`src/inc/seq_pkg.sv`:
```
// constants, types and helpers of the nand flow sequencer and its command queues
//
// Functional notes
// words 1-3,5,6 free; word 4 pushes
// one command queue per flash channel
// host checks queue not full first
// broadcast copies command into every queue; code skips a queue that is full
// host never shares buffer region between channels
// bus masters take buffer region in turn
// software sets ecc, scramble, timing first
// vendor-A SLC read: A2 prefix, four reads
// vendor-A SLC write: 85 spare, 11, 10
// TLC page reads use prefix 01/02/03
// TLC spare reads: single spare column change
// vendor-B SLC flows prefix DA, call routine
// vendor-B TLC flows prefix DF, erase DA; code gives TLC erase (0e) DF, only SLC erase (0d) DA
// page spare read routine does whole read
// loop repeats by counter; terminate frees slot
// call runs routine, resumes after its name
package seq_pkg;
	localparam int CH_N    = 4;    // flash channels
	localparam int CH_W    = 2;
	localparam int ST_W    = 3;    // staging slot index, broadcast slot last
	localparam int Q_DEPTH = 4;    // commands per channel queue
	localparam int QP_W    = 2;
	localparam int QC_W    = 3;
	localparam int PC_W    = 8;
	localparam int ROM_N   = 229;  // microcode words

	// command word numbers
	localparam logic [2:0] WSEL_ROW   = 3'h1;
	localparam logic [2:0] WSEL_COL   = 3'h2;
	localparam logic [2:0] WSEL_SPCOL = 3'h3;
	localparam logic [2:0] WSEL_PUSH  = 3'h4;
	localparam logic [2:0] WSEL_TOG   = 3'h5;
	localparam logic [2:0] WSEL_USER  = 3'h6;
	// fields of word 4
	localparam int F_CODE_LSB = 0;
	localparam int F_CNT_LSB  = 8;

	// flow codes
	localparam logic [7:0] FL_A_SLC_RD  = 8'h00;
	localparam logic [7:0] FL_A_SLC_WR  = 8'h01;
	localparam logic [7:0] FL_TLC_L_RD  = 8'h02;
	localparam logic [7:0] FL_TLC_U_RD  = 8'h04;
	localparam logic [7:0] FL_TLC_L_SP  = 8'h05;
	localparam logic [7:0] FL_TLC_U_SP  = 8'h07;
	localparam logic [7:0] FL_B_SLC_PRS = 8'h08;
	localparam logic [7:0] FL_B_SLC_ER  = 8'h0d;
	localparam logic [7:0] FL_B_TLC_ER  = 8'h0e;
	localparam logic [7:0] FL_B_TLC_PRS = 8'h0f;
	localparam logic [7:0] FL_B_TLC_SR  = 8'h10;
	localparam logic [7:0] FL_GET_FEAT  = 8'h11;
	localparam logic [7:0] FL_SET_FEAT  = 8'h12;

	// prefix bytes
	localparam logic [7:0] PFX_A     = 8'ha2;
	localparam logic [7:0] PFX_TLC_L = 8'h01;
	localparam logic [7:0] PFX_B_SLC = 8'hda;
	localparam logic [7:0] PFX_B_TLC = 8'hdf;

	// address and data selectors
	localparam logic [7:0] A_COL   = 8'h00;
	localparam logic [7:0] A_ROW   = 8'h01;
	localparam logic [7:0] A_ZERO  = 8'h02;
	localparam logic [7:0] A_SPCOL = 8'h03;
	localparam logic [7:0] A_TOG   = 8'h04;
	localparam logic [7:0] D_RD    = 8'h00;
	localparam logic [7:0] D_WD    = 8'h01;
	localparam logic [7:0] D_RDSP  = 8'h02;
	localparam logic [7:0] D_WRSP  = 8'h03;
	localparam logic [7:0] D_MST   = 8'h04;

	// microcode addresses of routines and flows
	localparam logic [7:0] RB_MRDST  = 8'd0;
	localparam logic [7:0] RB_PRS    = 8'd5;
	localparam logic [7:0] RB_SR     = 8'd24;
	localparam logic [7:0] RB_BR     = 8'd34;
	localparam logic [7:0] RB_PWS    = 8'd44;
	localparam logic [7:0] RB_BW     = 8'd54;
	localparam logic [7:0] RB_ER     = 8'd63;
	localparam logic [7:0] FB_B_PRS  = 8'd69;
	localparam logic [7:0] FB_B_SR   = 8'd73;
	localparam logic [7:0] FB_B_BR   = 8'd77;
	localparam logic [7:0] FB_B_PWS  = 8'd81;
	localparam logic [7:0] FB_B_BW   = 8'd85;
	localparam logic [7:0] FB_B_ER   = 8'd89;
	localparam logic [7:0] FB_A_RD   = 8'd93;
	localparam logic [7:0] FB_A_WR   = 8'd130;
	localparam logic [7:0] FB_TLC_RD = 8'd161;
	localparam logic [7:0] FB_TLC_SP = 8'd197;
	localparam logic [7:0] FB_GETF   = 8'd212;
	localparam logic [7:0] FB_SETF   = 8'd221;
	localparam logic [7:0] FB_BAD    = 8'd228;

	typedef enum logic [3:0] {
		K_OPC, K_PFX, K_ADR, K_DAT, K_BUF, K_CALL, K_NAME, K_RET, K_LOOP, K_END
	} step_kind_t;

	typedef struct packed {
		step_kind_t kind;
		logic [7:0] arg;
	} step_t;

	typedef struct packed {
		logic [31:0] user;
		logic [31:0] tog;
		logic [31:0] ctl;
		logic [31:0] spcol;
		logic [31:0] col;
		logic [31:0] row;
	} cmd_t;

	// microcode word builders
	function automatic step_t op(input logic [7:0] b);
		return '{K_OPC, b};
	endfunction : op
	function automatic step_t pf();
		return '{K_PFX, 8'h00};
	endfunction : pf
	function automatic step_t ad(input logic [7:0] s);
		return '{K_ADR, s};
	endfunction : ad
	function automatic step_t dt(input logic [7:0] s);
		return '{K_DAT, s};
	endfunction : dt
	function automatic step_t bf(input logic [7:0] n);
		return '{K_BUF, n};
	endfunction : bf
	function automatic step_t cl(input logic [7:0] a);
		return '{K_CALL, a};
	endfunction : cl
	function automatic step_t nm();
		return '{K_NAME, 8'h00};
	endfunction : nm
	function automatic step_t rt();
		return '{K_RET, 8'h00};
	endfunction : rt
	function automatic step_t lp();
		return '{K_LOOP, 8'h00};
	endfunction : lp
	function automatic step_t en();
		return '{K_END, 8'h00};
	endfunction : en

	// entry address of a flow code
	function automatic logic [7:0] flow_base(input logic [7:0] code);
		case (code)
			FL_A_SLC_RD: return FB_A_RD;
			FL_A_SLC_WR: return FB_A_WR;
			8'h02, 8'h03, 8'h04: return FB_TLC_RD;
			8'h05, 8'h06, 8'h07: return FB_TLC_SP;
			8'h08, FL_B_TLC_PRS: return FB_B_PRS;
			8'h09, FL_B_TLC_SR: return FB_B_SR;
			8'h0a: return FB_B_BR;
			8'h0b: return FB_B_PWS;
			8'h0c: return FB_B_BW;
			FL_B_SLC_ER, FL_B_TLC_ER: return FB_B_ER;
			FL_GET_FEAT: return FB_GETF;
			FL_SET_FEAT: return FB_SETF;
			default: return FB_BAD;
		endcase
	endfunction : flow_base

	// prefix byte issued by a prefix step of a flow code
	function automatic logic [7:0] flow_prefix(input logic [7:0] code);
		if (code >= FL_TLC_L_RD && code <= FL_TLC_U_RD)
			return PFX_TLC_L + (code - FL_TLC_L_RD);
		else if (code >= FL_TLC_L_SP && code <= FL_TLC_U_SP)
			return PFX_TLC_L + (code - FL_TLC_L_SP);
		else if (code >= FL_B_SLC_PRS && code <= FL_B_SLC_ER)
			return PFX_B_SLC;
		else if (code >= FL_B_TLC_ER && code <= FL_B_TLC_SR)
			return PFX_B_TLC;
		else
			return 8'h00;
	endfunction : flow_prefix
endpackage : seq_pkg

```
`src/inc/seq_rom_if.sv`:
```
// link between the sequencer and its microcode store
`timescale 1ns/10ps
interface seq_rom_if import seq_pkg::*; ();
	logic [PC_W-1:0] pc;      // step address
	logic [7:0]      code;    // flow code being looked up
	step_kind_t      kind;    // kind of the addressed step
	logic [7:0]      arg;     // argument of the addressed step
	logic [PC_W-1:0] base;    // entry address of code
	logic [7:0]      prefix;  // prefix byte of code
	modport rom (input pc, code, output kind, arg, base, prefix);
	modport seq (output pc, code, input kind, arg, base, prefix);
endinterface : seq_rom_if

```
`src/rtl/flow_rom.sv`:
```
// microcode store of all flows and fixed routines
`timescale 1ns/10ps
module flow_rom import seq_pkg::*; (
	seq_rom_if.rom rif  // step and flow lookup
);
	localparam step_t ROM [0:ROM_N-1] = '{
		// status poll routine
		op(8'h70), bf(8'h04), dt(D_MST), bf(8'h03), rt(),
		// page spare read routine, the whole page plus spare read
		op(8'h00), ad(A_COL), ad(A_ROW), op(8'h30), cl(RB_MRDST), nm(),
		op(8'h05), ad(A_COL), op(8'he0), bf(8'h04), dt(D_RD), bf(8'h03),
		op(8'h05), ad(A_SPCOL), op(8'he0), bf(8'h04), dt(D_RDSP), bf(8'h03), rt(),
		// spare, byte read, page spare write, byte write, erase routines
		op(8'h00), ad(A_SPCOL), ad(A_ROW), op(8'h30), cl(RB_MRDST), nm(),
		bf(8'h04), dt(D_RDSP), bf(8'h03), rt(),
		op(8'h00), ad(A_COL), ad(A_ROW), op(8'h30), cl(RB_MRDST), nm(),
		bf(8'h04), dt(D_RDSP), bf(8'h03), rt(),
		op(8'h80), ad(A_COL), ad(A_ROW), bf(8'h01), dt(D_WD), dt(D_WRSP),
		op(8'h10), cl(RB_MRDST), nm(), rt(),
		op(8'h80), ad(A_COL), ad(A_ROW), bf(8'h01), dt(D_WRSP), op(8'h10),
		cl(RB_MRDST), nm(), rt(),
		op(8'h60), ad(A_ROW), op(8'hd0), cl(RB_MRDST), nm(), rt(),
		// vendor-B wrappers: prefix then fixed routine
		pf(), cl(RB_PRS), nm(), en(), pf(), cl(RB_SR), nm(), en(),
		pf(), cl(RB_BR), nm(), en(), pf(), cl(RB_PWS), nm(), en(),
		pf(), cl(RB_BW), nm(), en(), pf(), cl(RB_ER), nm(), en(),
		// vendor-A SLC page read with spare
		op(PFX_A), op(8'h00), ad(A_COL), ad(A_ROW), op(8'h30), cl(RB_MRDST), nm(),
		op(8'h05), ad(A_COL), ad(A_ROW), op(8'he0), bf(8'h04), dt(D_RD), bf(8'h03),
		op(8'h05), ad(A_SPCOL), ad(A_ROW), op(8'he0), bf(8'h04), dt(D_RDSP), bf(8'h03),
		op(8'h05), ad(A_ZERO), ad(A_TOG), op(8'he0), bf(8'h04), dt(D_RD), bf(8'h03),
		op(8'h05), ad(A_SPCOL), ad(A_TOG), op(8'he0), bf(8'h04), dt(D_RDSP), bf(8'h03),
		lp(), en(),
		// vendor-A SLC page write
		op(PFX_A), op(8'h80), ad(A_COL), ad(A_ROW), bf(8'h01), dt(D_WD), op(8'h85),
		bf(8'h04), ad(A_SPCOL), ad(A_ROW), bf(8'h01), dt(D_WRSP), op(8'h11),
		cl(RB_MRDST), nm(), op(8'h80), ad(A_ZERO), ad(A_TOG), bf(8'h01), dt(D_WD),
		op(8'h85), bf(8'h04), ad(A_SPCOL), ad(A_TOG), bf(8'h01), dt(D_WRSP),
		op(8'h10), cl(RB_MRDST), nm(), lp(), en(),
		// TLC page read with spare
		pf(), op(8'h00), ad(A_ZERO), ad(A_ROW), op(8'h30), cl(RB_MRDST), nm(),
		op(8'h05), ad(A_COL), ad(A_ROW), op(8'he0), bf(8'h04), dt(D_RD), bf(8'h03),
		op(8'h05), ad(A_SPCOL), ad(A_ROW), op(8'he0), bf(8'h04), dt(D_RDSP), bf(8'h03),
		op(8'h05), ad(A_ZERO), ad(A_TOG), op(8'he0), bf(8'h04), dt(D_RD), bf(8'h03),
		op(8'h05), ad(A_SPCOL), ad(A_TOG), op(8'he0), bf(8'h04), dt(D_RDSP), bf(8'h03),
		en(),
		// TLC spare read
		pf(), op(8'h00), ad(A_ZERO), ad(A_ROW), op(8'h30), cl(RB_MRDST), nm(),
		op(8'h05), ad(A_SPCOL), ad(A_ROW), op(8'he0), bf(8'h04), dt(D_RDSP), bf(8'h03),
		en(),
		// get feature, set feature, unknown code
		op(8'hee), ad(A_ROW), cl(RB_MRDST), nm(), op(8'h00), bf(8'h04), dt(D_RDSP),
		bf(8'h03), en(),
		op(8'hef), ad(A_ROW), bf(8'h01), dt(D_WRSP), cl(RB_MRDST), nm(), en(),
		en()
	};

	step_t word;

	// step fetch and flow lookup
	assign word       = (rif.pc < PC_W'(ROM_N)) ? ROM[rif.pc] : en();
	assign rif.kind   = word.kind;
	assign rif.arg    = word.arg;
	assign rif.base   = flow_base(rif.code);
	assign rif.prefix = flow_prefix(rif.code);
endmodule : flow_rom

```
`src/rtl/nand_flow_sequencer_cmd_queue.sv`:
```
// per-channel command queues and the microcoded flow sequencer behind them
`timescale 1ns/10ps
module nand_flow_sequencer_cmd_queue import seq_pkg::*; (
	input  wire logic            clk,         // 50 MHz clock
	input  wire logic            sys_rst,     // synchronous reset, active high
	input  wire logic            cmd_wr,      // one-cycle command word write
	input  wire logic [2:0]      cmd_wsel,    // word number 1..6
	input  wire logic [CH_W-1:0] cmd_chan,    // target channel
	input  wire logic            cmd_bcast,   // write goes to the broadcast slot
	input  wire logic [31:0]     cmd_wdata,   // word value
	output logic [CH_N-1:0]      q_full,      // queue full per channel
	output logic [CH_N-1:0]      q_empty,     // queue empty per channel
	output logic                 step_valid,  // flash step offered
	output step_kind_t           step_kind,   // kind of the step
	output logic [7:0]           step_byte,   // opcode, prefix or selector
	output logic [31:0]          step_addr,   // address value of address steps
	output logic [CH_W-1:0]      step_chan,   // channel of the step
	input  wire logic            step_ready,  // channel engine takes the step
	output logic                 cmd_done,    // one-cycle pulse at flow end
	output logic [CH_W-1:0]      done_chan,   // channel whose command ended
	output logic                 busy         // a flow is running
);
	typedef enum logic [1:0] {S_IDLE, S_RUN, S_WAIT} seq_state_t;

	seq_rom_if rif ();
	flow_rom flow_rom_inst (.rif(rif.rom));

	cmd_t             stage_reg [0:CH_N];
	cmd_t             qmem_reg  [CH_N][Q_DEPTH];
	logic [QP_W-1:0]  wptr_reg  [CH_N];
	logic [QP_W-1:0]  rptr_reg  [CH_N];
	logic [QC_W-1:0]  qcnt_reg  [CH_N];
	logic [QC_W-1:0]  qcnt_next [CH_N];
	logic [CH_N-1:0]  push_ch;
	logic [CH_N-1:0]  pop_ch;
	logic [CH_N-1:0]  full_next;
	logic [CH_N-1:0]  empty_next;
	logic [CH_N-1:0]  q_full_reg;
	logic [CH_N-1:0]  q_empty_reg;
	cmd_t             new_cmd;
	cmd_t             head;
	cmd_t             cur_reg;
	seq_state_t       state_reg;
	logic [PC_W-1:0]  pc_reg;
	logic [PC_W-1:0]  stk_reg [2];
	logic [1:0]       sp_reg;
	logic [7:0]       cnt_reg;
	logic [CH_W-1:0]  cur_ch_reg;
	logic [CH_W-1:0]  rr_reg;
	logic [CH_W-1:0]  sel_ch;
	logic             sel_found;
	logic             step_valid_reg;
	step_kind_t       step_kind_reg;
	logic [7:0]       step_byte_reg;
	logic [31:0]      step_addr_reg;
	logic [CH_W-1:0]  step_chan_reg;
	logic             cmd_done_reg;
	logic [CH_W-1:0]  done_chan_reg;
	logic             busy_reg;
	logic [CH_N*QC_W-1:0] qcnt_flat;

	// word decode and sequencer step decode
	wire [ST_W-1:0]  stage_idx = cmd_bcast ? ST_W'(CH_N) : ST_W'(cmd_chan);
	wire             push_word = cmd_wr && (cmd_wsel == WSEL_PUSH);
	wire [7:0]       head_code = head.ctl[F_CODE_LSB +: 8];
	wire             start_evt = (state_reg == S_IDLE) && sel_found;
	wire             run       = (state_reg == S_RUN);
	wire             emit      = (rif.kind == K_OPC) || (rif.kind == K_PFX) ||
	                             (rif.kind == K_ADR) || (rif.kind == K_DAT) || (rif.kind == K_BUF);
	wire             ctl_step  = (rif.kind == K_CALL) || (rif.kind == K_RET) || (rif.kind == K_LOOP);
	wire             end_evt   = run && !emit && !ctl_step;
	wire [PC_W-1:0]  ret_pc    = stk_reg[~sp_reg[0]];
	wire [7:0]       byte_val  = (rif.kind == K_PFX) ? rif.prefix : rif.arg;
	wire [31:0]      addr_val  = (rif.arg == A_ROW)   ? cur_reg.row :
	                             (rif.arg == A_COL)   ? cur_reg.col :
	                             (rif.arg == A_SPCOL) ? cur_reg.spcol :
	                             (rif.arg == A_TOG)   ? cur_reg.tog : 32'h0000_0000;

	assign head     = qmem_reg[sel_ch][rptr_reg[sel_ch]];
	assign rif.pc   = pc_reg;
	assign rif.code = start_evt ? head_code : cur_reg.ctl[F_CODE_LSB +: 8];

	// outputs straight from their flip-flops
	assign q_full     = q_full_reg;
	assign q_empty    = q_empty_reg;
	assign step_valid = step_valid_reg;
	assign step_kind  = step_kind_reg;
	assign step_byte  = step_byte_reg;
	assign step_addr  = step_addr_reg;
	assign step_chan  = step_chan_reg;
	assign cmd_done   = cmd_done_reg;
	assign done_chan  = done_chan_reg;
	assign busy       = busy_reg;

	// assembled command: staged words plus word 4 as it is written
	always_comb begin
		new_cmd     = stage_reg[stage_idx];
		new_cmd.ctl = cmd_wdata;
	end

	// push, pop and occupancy per channel; a full queue drops the push
	always_comb begin
		for (int c = 0; c < CH_N; c++) begin
			push_ch[c]   = push_word && (cmd_bcast || (cmd_chan == CH_W'(c))) &&
			               (qcnt_reg[c] != QC_W'(Q_DEPTH));
			pop_ch[c]    = end_evt && (cur_ch_reg == CH_W'(c));
			qcnt_next[c] = QC_W'(qcnt_reg[c] + QC_W'(push_ch[c]) - QC_W'(pop_ch[c]));
			full_next[c] = (qcnt_next[c] == QC_W'(Q_DEPTH));
			empty_next[c] = (qcnt_next[c] == '0);
			qcnt_flat[c*QC_W +: QC_W] = qcnt_reg[c];
		end
	end

	// round-robin pick of the next non-empty queue
	always_comb begin
		sel_found = 1'b0;
		sel_ch    = rr_reg;
		for (int i = CH_N - 1; i >= 0; i--) begin
			if (qcnt_reg[CH_W'(rr_reg + CH_W'(i))] != '0) begin
				sel_found = 1'b1;
				sel_ch    = CH_W'(rr_reg + CH_W'(i));
			end
		end
	end

	// staging slots: words other than 4 may be rewritten at will
	always_ff @(posedge clk) begin
		if (sys_rst) begin
			for (int s = 0; s <= CH_N; s++) stage_reg[s] <= '0;
		end else if (cmd_wr) begin
			case (cmd_wsel)
				WSEL_ROW:   stage_reg[stage_idx].row   <= cmd_wdata;
				WSEL_COL:   stage_reg[stage_idx].col   <= cmd_wdata;
				WSEL_SPCOL: stage_reg[stage_idx].spcol <= cmd_wdata;
				WSEL_TOG:   stage_reg[stage_idx].tog   <= cmd_wdata;
				WSEL_USER:  stage_reg[stage_idx].user  <= cmd_wdata;
				default:    stage_reg[stage_idx].ctl   <= cmd_wdata;
			endcase
		end
	end

	// queue storage, one ring per channel
	always_ff @(posedge clk) begin
		for (int c = 0; c < CH_N; c++) begin
			if (push_ch[c]) qmem_reg[c][wptr_reg[c]] <= new_cmd;
		end
	end

	// queue pointers and status flags
	always_ff @(posedge clk) begin
		for (int c = 0; c < CH_N; c++) begin
			if (sys_rst) begin
				wptr_reg[c] <= '0;
				rptr_reg[c] <= '0;
				qcnt_reg[c] <= '0;
			end else begin
				wptr_reg[c] <= QP_W'(wptr_reg[c] + QP_W'(push_ch[c]));
				rptr_reg[c] <= QP_W'(rptr_reg[c] + QP_W'(pop_ch[c]));
				qcnt_reg[c] <= qcnt_next[c];
			end
		end
		q_full_reg  <= sys_rst ? '0 : full_next;
		q_empty_reg <= sys_rst ? '1 : empty_next;
	end

	// flow sequencer: fetch, emit with handshake, call, return, loop, end
	always_ff @(posedge clk) begin
		if (sys_rst) begin
			state_reg      <= S_IDLE;
			pc_reg         <= '0;
			sp_reg         <= '0;
			stk_reg[0]     <= '0;
			stk_reg[1]     <= '0;
			cnt_reg        <= '0;
			cur_reg        <= '0;
			cur_ch_reg     <= '0;
			rr_reg         <= '0;
			step_valid_reg <= 1'b0;
			step_kind_reg  <= K_OPC;
			step_byte_reg  <= '0;
			step_addr_reg  <= '0;
			step_chan_reg  <= '0;
			cmd_done_reg   <= 1'b0;
			done_chan_reg  <= '0;
			busy_reg       <= 1'b0;
		end else begin
			cmd_done_reg <= end_evt;
			if (end_evt) done_chan_reg <= cur_ch_reg;
			case (state_reg)
				S_IDLE: if (sel_found) begin
					cur_reg    <= head;
					cur_ch_reg <= sel_ch;
					cnt_reg    <= head.ctl[F_CNT_LSB +: 8];
					pc_reg     <= rif.base;
					sp_reg     <= '0;
					rr_reg     <= CH_W'(sel_ch + CH_W'(1));
					busy_reg   <= 1'b1;
					state_reg  <= S_RUN;
				end
				S_RUN: if (emit) begin
					step_valid_reg <= 1'b1;
					step_kind_reg  <= rif.kind;
					step_byte_reg  <= byte_val;
					step_addr_reg  <= addr_val;
					step_chan_reg  <= cur_ch_reg;
					state_reg      <= S_WAIT;
				end else if (rif.kind == K_CALL) begin
					stk_reg[sp_reg[0]] <= PC_W'(pc_reg + PC_W'(2));
					sp_reg             <= sp_reg + 2'h1;
					pc_reg             <= rif.arg;
				end else if (rif.kind == K_RET) begin
					pc_reg <= ret_pc;
					sp_reg <= sp_reg - 2'h1;
				end else if (rif.kind == K_LOOP) begin
					if (cnt_reg > 8'h01) begin
						cnt_reg <= cnt_reg - 8'h01;
						pc_reg  <= rif.base;
					end else begin
						pc_reg <= PC_W'(pc_reg + PC_W'(1));
					end
				end else begin
					busy_reg  <= 1'b0;
					state_reg <= S_IDLE;
				end
				S_WAIT: if (step_ready) begin
					step_valid_reg <= 1'b0;
					pc_reg         <= PC_W'(pc_reg + PC_W'(1));
					state_reg      <= S_RUN;
				end
				default: state_reg <= S_IDLE;
			endcase
		end
	end
endmodule : nand_flow_sequencer_cmd_queue

```
`config.mk`:
```
export PLATFORM = sky130hd
export DESIGN_NAME = nand_flow_sequencer_cmd_queue
export DESIGN_NICKNAME = d
export VERILOG_FILES = /design/src/inc/seq_pkg.sv /design/src/inc/seq_rom_if.sv /design/src/rtl/flow_rom.sv /design/src/rtl/nand_flow_sequencer_cmd_queue.sv
export SDC_FILE = /design/constraint.sdc
export NUM_CORES = 2
export LEC_CHECK = 0
export ABC_AREA = 1
export BUFFER_PORTS_ARGS = -buffer_cell sky130_fd_sc_hd__buf_2
export CAP_MARGIN = 30
export CELL_PAD_IN_SITES_DETAIL_PLACEMENT = 1
export CELL_PAD_IN_SITES_GLOBAL_PLACEMENT = 2
export CORE_MARGIN = 5
export CORE_UTILIZATION = 41
export CTS_BUF_LIST = sky130_fd_sc_hd__clkbuf_2
export DETAILED_ROUTE_END_ITERATION = 12
export PLACE_DENSITY_LB_ADDON = 0.1
export SLEW_MARGIN = 20
export SYNTH_ARGS = -nofsm -noshare
export SYNTH_HDL_FRONTEND = slang
export SYNTH_MEMORY_MAX_BITS = 65536
export SYNTH_SLANG_ARGS = --single-unit
```
`constraint.sdc`:
```
create_clock -name clk -period 14 [get_ports clk]
set_input_delay 2.8 -clock clk [delete_from_list [all_inputs] [get_ports clk]]
set_output_delay 2.8 -clock clk [all_outputs]
set_load 0.05 [all_outputs]
```
After elaboration in Yosys (flattened, before gate mapping)

Memories as Yosys holds them, arrays and structs flattened. A register that Yosys moved wholly into a read port is not among the register bits.
Cells that the tools add are included.

$add $sub $neg: 29
Order comparisons: 20
Eq/ne operators: 46
Multiplexer cells: 130
Bitwise logic cells: 19
Reductions and logical operators: 64

Operator list:

| cell                | count |
|---|---|
| $mux 768            | 4 |
| $demux 192 s2       | 4 |
| $mux 192            | 5 |
| $bmux 192 s2        | 1 |
| $mux 160            | 2 |
| $reduce_or 192->1   | 1 |
| $mux 8              | 21 |
| $mux 32             | 4 |
| $mux 1              | 49 |
| $mux 2              | 24 |
| $mux 12             | 3 |
| $logic_and 1x1->1   | 24 |
| $pmux 8 s3          | 1 |
| $eq 3x3->1 const B  | 7 |
| $ne 3x3->1 const B  | 7 |
| $mux 3              | 6 |
| $add 1x8->8 const A | 2 |
| $add 2x1->2         | 8 |
| $ge 8x4->1 const B  | 2 |
| $le 8x3->1 const B  | 2 |
| $pmux 8 s2          | 1 |
| $ge 3x3->1 const B  | 5 |
| $logic_not 3->1     | 5 |
| $not 2->3           | 5 |
| other kinds (55)    | 115 |

Flip-flop bits (word level): 219
RAM bits: 4076
Bits in read-only memories: 3328
Input port bits: 42
Output and inout port bits: 59
Word-level logic and storage cells: 337
Memories kept: 8

Memory list:

| name            | words | width | read ports | clocked after Yosys merged registers in | write ports | RTL line                            | text |
|---|---|---|---|---|---|---|---|
| (no name shown) | 256   | 12    | 1          | 0                                       | 0           | flow_rom.sv:61                      | `assign word = (rif.pc < PC_W'(ROM_N)) ? ROM[rif.pc] : en();` |
| qmem_reg        | 4     | 768   | 1          | 0                                       | 4           | nand_flow_sequencer_cmd_queue.sv:29 | `cmd_t qmem_reg [CH_N][Q_DEPTH];` |
| stage_reg       | 5     | 192   | 1          | 0                                       | 5           | nand_flow_sequencer_cmd_queue.sv:28 | `cmd_t stage_reg [0:CH_N];` |
| (no name shown) | 32    | 8     | 1          | 0                                       | 0           | seq_pkg.sv:148                      | `case (code)` |
| stk_reg         | 2     | 8     | 1          | 0                                       | 2           | nand_flow_sequencer_cmd_queue.sv:45 | `logic [PC_W-1:0] stk_reg [2];` |
| qcnt_reg        | 4     | 3     | 8          | 1                                       | 4           | nand_flow_sequencer_cmd_queue.sv:32 | `logic [QC_W-1:0] qcnt_reg [CH_N];` |
| +2 memories     | n/a   | n/a   | n/a        | n/a                                     | n/a         | n/a                                 |  |

Longest topological paths before layout

An unclocked memory read counts as a cell.

Depth after elaboration: 21
Gate-level depth with buffers: 35
Depth with buffers taken out: 33

By module

Synthesis repeated with hierarchy kept, for this count alone.

Cells, all modules: 12249
Area total of the unflattened synthesis: 133626.9 sq um

By module, submodules not included:

| module                        | times used | cells an instance | area an instance (sq um) | seq. area each (sq um) |
|---|---|---|---|---|
| nand_flow_sequencer_cmd_queue | 1          | 11609             | 130461.4                 | 93850.0 |
| flow_rom                      | 1          | 640               | 3165.5                   | 0.0 |

Worst setup path after synthesis

OpenSTA, ideal clock, no wires.

Path type: input port to flip-flop
Start: input port cmd_chan[1]
End: memory qmem_reg[1][192] (netlist bit) (enable)
Setup time: 0.825 ns
Arrival time: 13.685 ns
Required time: 13.175 ns
Slack: -0.510 ns
Stages: 9
Buffers on the path: 2
Path through: clkbuf_1 > inv_1 > nor2_1 > inv_1 > clkbuf_1 > nand2_1 > a221oi_1 > inv_1 > nor3_1

RTL lines:

| item            | RTL line                            | text |
|---|---|---|
| start, declared | nand_flow_sequencer_cmd_queue.sv:8  | `input wire logic [CH_W-1:0] cmd_chan,` |
| end, declared   | nand_flow_sequencer_cmd_queue.sv:29 |  |

Worst setup path after layout

Start: register rr_reg[0]
End: register cur_reg[54] (netlist bit)

Longest elaborated chain between the ends: 12
Elaborated cells on any way between the ends: 22
Those cells by class: add/sub (3); mux (11); bitwise (1); reduce/logical (4); memory (3)

Ends and longest elaborated chain:

| item                                         | RTL line                                                                   | text |
|---|---|---|
| start, declared                              | nand_flow_sequencer_cmd_queue.sv:49                                        | `logic [CH_W-1:0] rr_reg;` |
| start signal, assigned                       | nand_flow_sequencer_cmd_queue.sv:196                                       | `rr_reg <= CH_W'(sel_ch + CH_W'(1));` |
| $add 2x2->2                                  | nand_flow_sequencer_cmd_queue.sv:119, nand_flow_sequencer_cmd_queue.sv:121 |  |
| $mem_v2 4x3                                  | n/a                                                                        |  |
| $reduce_bool 3->1                            | nand_flow_sequencer_cmd_queue.sv:119                                       | `if (qcnt_reg[CH_W'(rr_reg + CH_W'(i))] != '0) begin` |
| $mux 2 (4 in series)                         | nand_flow_sequencer_cmd_queue.sv:119                                       |  |
| $mem_v2 4x2                                  | n/a                                                                        |  |
| $not 2->3 (not written as such)              | nand_flow_sequencer_cmd_queue.sv:79                                        | `assign head = qmem_reg[sel_ch][rptr_reg[sel_ch]];` |
| $bmux 192 s2                                 | nand_flow_sequencer_cmd_queue.sv:79                                        |  |
| $mux 160 (not written as such) (2 in series) | nand_flow_sequencer_cmd_queue.sv:79                                        |  |
| end signal, assigned                         | nand_flow_sequencer_cmd_queue.sv:175                                       | `cur_reg <= '0;` |
| end signal, assigned                         | nand_flow_sequencer_cmd_queue.sv:191                                       | `cur_reg <= head;` |
| end, declared                                | nand_flow_sequencer_cmd_queue.sv:42                                        | `cmd_t cur_reg;` |

Parallel ways exist; a longest one is shown, timed or not. The select of a mux whose other input is x is not followed.
A chain may end at the register's enable or synchronous reset.

==> reports/results.md <==
| Quantity | This run | Unit |
| --- | --- | --- |
| RePlAce Congestion | 0.8467 | - |
| Worst path most repeated cell | sky130_fd_sc_hd__buf_4 | - |
| Signal arrival time at the worst endpoint | 9490 | ps |
| Sum of routed wire length over all layers | 464.4 | mm |
| Post-synthesis cell type count | 58 | - |
| Via count of the first global-routing pass | 97,810 | - |
| Synth-to-layout area growth | 10.68 | % |
| Critical path required time | 16,050 | ps |
| Hold buffer count at CTS | 0 | - |
| Flip-flop count of the largest register after layout | 2,304 | - |
| HPWL after DPL | 258.6 | mm |
| Critical Path Sink Type | flop | - |
| Via count | 94,730 | - |
| EDFF count, synth | 2,960 | - |
| NumNets Final | 11,560 | - |
| Slew headroom | 22.32 | % |
| Post-layout minimum cycle time | 7446 | ps |
| Buffers from clock root to sink, at most | 4 | - |
| Final setup vio count | 0 | - |
| Synth Instances | 11,060 | - |
| Placeable core area | 0.3183 | mm^2 |
| I/O Buffers | 100 | - |
| Clock Skew | 173.6 | ps |
| DRT Pass-1 Iters | 5 | - |
| Max Clk Rate | 0.1343 | GHz |
| Remaining DRCs | 0 | - |
| Count of antenna-violating nets left after detailed routing | 0 | - |
| Area of placed instances | 0.1369 | mm^2 |
| Latest clock arrival within the worst-skew pair | 2230 | ps |
| Vias per cell | 5.792 | - |
| Share of synthesized area occupied by flip-flops and latches | 71.53 | % |
| TritonCTS Buffers | 838 | - |
| CP startpoint kind | flop | - |
| Synthesis-stage register bit count | 3,208 | - |
| CTS-repair resized insts | 0 | - |
| Status | finished, final reports clean | - |
| Final design instance area without fill | 0.1452 | mm^2 |
| Filler instances | 34,110 | - |
| CTS root buf | sky130_fd_sc_hd__clkbuf_2 | - |
| TritonCTS clock tree | yes | - |
| Post-Route Utilization | 45.62 | % |
| Post-CTS repair timing setup buffer count | 0 | - |
| Pin count of the biggest net entering global routing | 185 | - |
| DRT iter0 DRCs | 8,359 | - |
| CP top delay family | buffers and inverters | - |
| Actual slew at the worst max-slew pin | 1165 | ps |
| Post-CTS clock slew at the launch and capture registers of the worst setup and hold paths | 100 | ps |
| Die extent in y | 575.7 | um |
| Cell Area, Synth | 0.1312 | mm^2 |
| All-Layer GR Usage | 27.19 | % |
| Sinks on Clock Net | 3,208 | - |
| Type of the most critical hold path | flop to flop | - |
| Routed wire length per instance | 28.40 | um |
| Post-Syn Nets | 11,150 | - |
| H-tree levels | 6 | - |
| Async set-or-reset flop fraction in the synthesized netlist | 0 | % |
| CP max stage delay | 740 | ps |
| Startpoint of the lowest-slack register-to-register path | rr_reg[0] | - |
| Global-route congestion overflow total | 0 | - |
| Placement row count | 207 | - |
| Share of cells above drive strength 1 | 16.25 | % |
| Worst min-delay path startpoint | cur_reg[27] | - |
| Final count of pins violating max slew | 0 | - |
| Count of endpoints failing hold in the final timing report | 0 | - |
| Horiz. Die Dim | 575.7 | um |
| Mean post-synth cell area | 11.86 | um^2 |
| YS warnings | 0 | - |
| Effective utilization at floorplan | 41.22 | % |
| Cell-by-cell listing of the critical path | nor2_1, nor2_2, nor2_1, nand2_1, nand3_1, nand2_2, nand3_2, buf_4, nand2_8, buf_4, buf_4, buf_4, buf_4, buf_4, nor2_1, o32ai_1, o21ai_0, o21ai_0, o221ai_1, inv_1 | - |
| Global-route wire length before repair | 667.9 | mm |
| Period utilisation layout | 53.19 | % |
| Full die area | 0.3314 | mm^2 |
| Count of buffer and inverter cells on the critical path | 7 | - |
| Number of antenna violations at the first check in global routing | 37 | - |
| Path type of the worst setup path | flop to flop | - |
| Maxcap violations | 0 | - |
| RSZ-0062 raised after global routing | no | - |
| Standard cell with the maximum stage delay on the critical path | sky130_fd_sc_hd__buf_4 | - |
| Commonest register cell after synthesis | sky130_fd_sc_hd__edfxtp_1 | - |
| Critical Path Fanout Max | 114 | - |
| # IOs | 101 | - |
| Crit path from | rr_reg[0] | - |
[cell families after synthesis]
group	after synthesis	share of synthesized area (%)
buffers and inverters	1254	3.744
DFF	3208	71.53
adders and majority gates	45	0.4520
muxes	4	0.03433
and+or+nand+nor	3946	11.76
xor gates and xnor gates	24	0.1602
AOI/OAI and AO/OA	2582	12.32
[Yosys cell counts (14+ instances only)]
cell type | instances | area share, %
sky130_fd_sc_hd__o221ai_1 | 86 | 0.57
sky130_fd_sc_hd__buf_2 | 76 | 0.29
sky130_fd_sc_hd__ha_1 | 41 | 0.39
sky130_fd_sc_hd__a21o_1 | 40 | 0.23
sky130_fd_sc_hd__buf_1 | 41 | 0.12
sky130_fd_sc_hd__a21oi_1 | 490 | 1.9
sky130_fd_sc_hd__o21ai_0 | 1030 | 3.9
sky130_fd_sc_hd__inv_1 | 412 | 1.2
sky130_fd_sc_hd__xnor2_1 | 14 | 0.093
sky130_fd_sc_hd__o22ai_1 | 120 | 0.57
sky130_fd_sc_hd__nand3_1 | 202 | 0.77
sky130_fd_sc_hd__edfxtp_1 | 2960 | 68
sky130_fd_sc_hd__clkbuf_1 | 687 | 2.0
sky130_fd_sc_hd__nor3_1 | 35 | 0.13
sky130_fd_sc_hd__nand2_1 | 778 | 2.2
sky130_fd_sc_hd__dfxtp_1 | 248 | 3.8
sky130_fd_sc_hd__o21ai_1 | 70 | 0.27
sky130_fd_sc_hd__o32ai_1 | 536 | 3.6
sky130_fd_sc_hd__o2bb2ai_1 | 35 | 0.23
sky130_fd_sc_hd__a221oi_1 | 86 | 0.57
sky130_fd_sc_hd__a31oi_1 | 45 | 0.21
sky130_fd_sc_hd__nor2_1 | 2848 | 8.1
sky130_fd_sc_hd__nand2_2 | 17 | 0.081
[layout by cell type (no fill, tap or decap), types with 16 or more instances in the layout]
cell type,synthesis,final
sky130_fd_sc_hd__o221ai_1,86,86
sky130_fd_sc_hd__o2bb2ai_1,35,35
sky130_fd_sc_hd__a31oi_1,45,26
sky130_fd_sc_hd__o32ai_1,536,536
sky130_fd_sc_hd__clkinv_2,0,26
sky130_fd_sc_hd__a21o_1,40,38
sky130_fd_sc_hd__nand2_1,778,760
sky130_fd_sc_hd__dfxtp_1,248,247
sky130_fd_sc_hd__a221oi_1,86,50
sky130_fd_sc_hd__a221oi_2,0,31
sky130_fd_sc_hd__buf_12,0,25
sky130_fd_sc_hd__nand2_2,17,31
sky130_fd_sc_hd__o21ai_1,70,70
sky130_fd_sc_hd__inv_2,13,19
sky130_fd_sc_hd__nor3_2,2,17
sky130_fd_sc_hd__clkbuf_2,0,1317
sky130_fd_sc_hd__ha_1,41,41
sky130_fd_sc_hd__o22ai_1,120,120
sky130_fd_sc_hd__o21ai_0,1030,1030
sky130_fd_sc_hd__inv_1,412,408
sky130_fd_sc_hd__edfxtp_1,2960,2960
sky130_fd_sc_hd__nor2_1,2848,2846
sky130_fd_sc_hd__nor3_1,35,19
sky130_fd_sc_hd__a21oi_1,490,485
sky130_fd_sc_hd__a31oi_2,0,17
sky130_fd_sc_hd__nand3_1,202,202
sky130_fd_sc_hd__inv_6,0,16
sky130_fd_sc_hd__clkinv_1,3,132
sky130_fd_sc_hd__buf_4,12,243
sky130_fd_sc_hd__buf_2,76,98
[worst register-to-register path, cell delays in order, from the launching register on]
cell and delay, ps:
sky130_fd_sc_hd__dfxtp_1 640, sky130_fd_sc_hd__nor2_1 160, sky130_fd_sc_hd__nor2_2 220, sky130_fd_sc_hd__nor2_1 70, sky130_fd_sc_hd__nand2_1 100, sky130_fd_sc_hd__nand3_1 110, sky130_fd_sc_hd__nand2_2 100, sky130_fd_sc_hd__nand3_2 60
sky130_fd_sc_hd__buf_4 340, sky130_fd_sc_hd__nand2_8 710, sky130_fd_sc_hd__buf_4 790, sky130_fd_sc_hd__buf_4 810, sky130_fd_sc_hd__buf_4 680, sky130_fd_sc_hd__buf_4 790, sky130_fd_sc_hd__buf_4 800, sky130_fd_sc_hd__nor2_1 110
sky130_fd_sc_hd__o32ai_1 280, sky130_fd_sc_hd__o21ai_0 130, sky130_fd_sc_hd__o21ai_0 260, sky130_fd_sc_hd__o221ai_1 130, sky130_fd_sc_hd__inv_1 100
[final timing paths]
check / end / slack [ps] / cells after the start
setup reg to reg: cur_reg[54] / 6550 / 20
setup / recovery: cur_reg[54] / 6550 / 20
hold reg to reg: step_addr[27] / 470 / 2
hold / removal: step_addr[27] / 470 / 2
[layout make-up]
| type | instances | area [um^2] | share of cell area, % |
|---|---|---|---|
| tap | 4180 | 5230 | 3.602 |
| antenna | 14 | 35.03 | 0.02413 |
| inverter | 430 | 1665 | 1.147 |
| multi-input combinational | 6601 | 33130 | 22.82 |
| clock inverter | 207 | 1261 | 0.8686 |
| timing repair buffer | 397 | 3441 | 2.370 |
| sequential | 3208 | 93850 | 64.63 |
| clock buffer | 1317 | 6591 | 4.539 |
[per-stage QoR]
| step | setup TNS (ps) | instances | setup WS [ps] | hold slack [ps] |
|---|---|---|---|---|
| final | 0 | 16350 | 6554 | 470.2 |
| after global routing | 0 | 16340 | 5889 | 503.6 |
| after CTS | 0 | 16320 | 6526 | 449.3 |
| after detailed placement | 0 | 14800 | 5831 | 461.6 |
| after global placement | 0 | 14770 | 5953 | 444.6 |
| after floorplan | -712890 | 11060 | -509.9 | 444.6 |
[per-layer routing]
metal	vias up	wire length [um]	global-route usage, %	share of wire (%)
met5	-	202	0	0.043
met4	26	9637	7.064	2.1
met3	686	29340	3.647	6.3
met2	3218	214800	43.67	46
met1	49380	210400	39.13	45
li1	41410	-	-	-
Power is left out: the tool's default activity adds up to more than one toggle a clock period on the data nets, which glitch-free logic cannot reach.
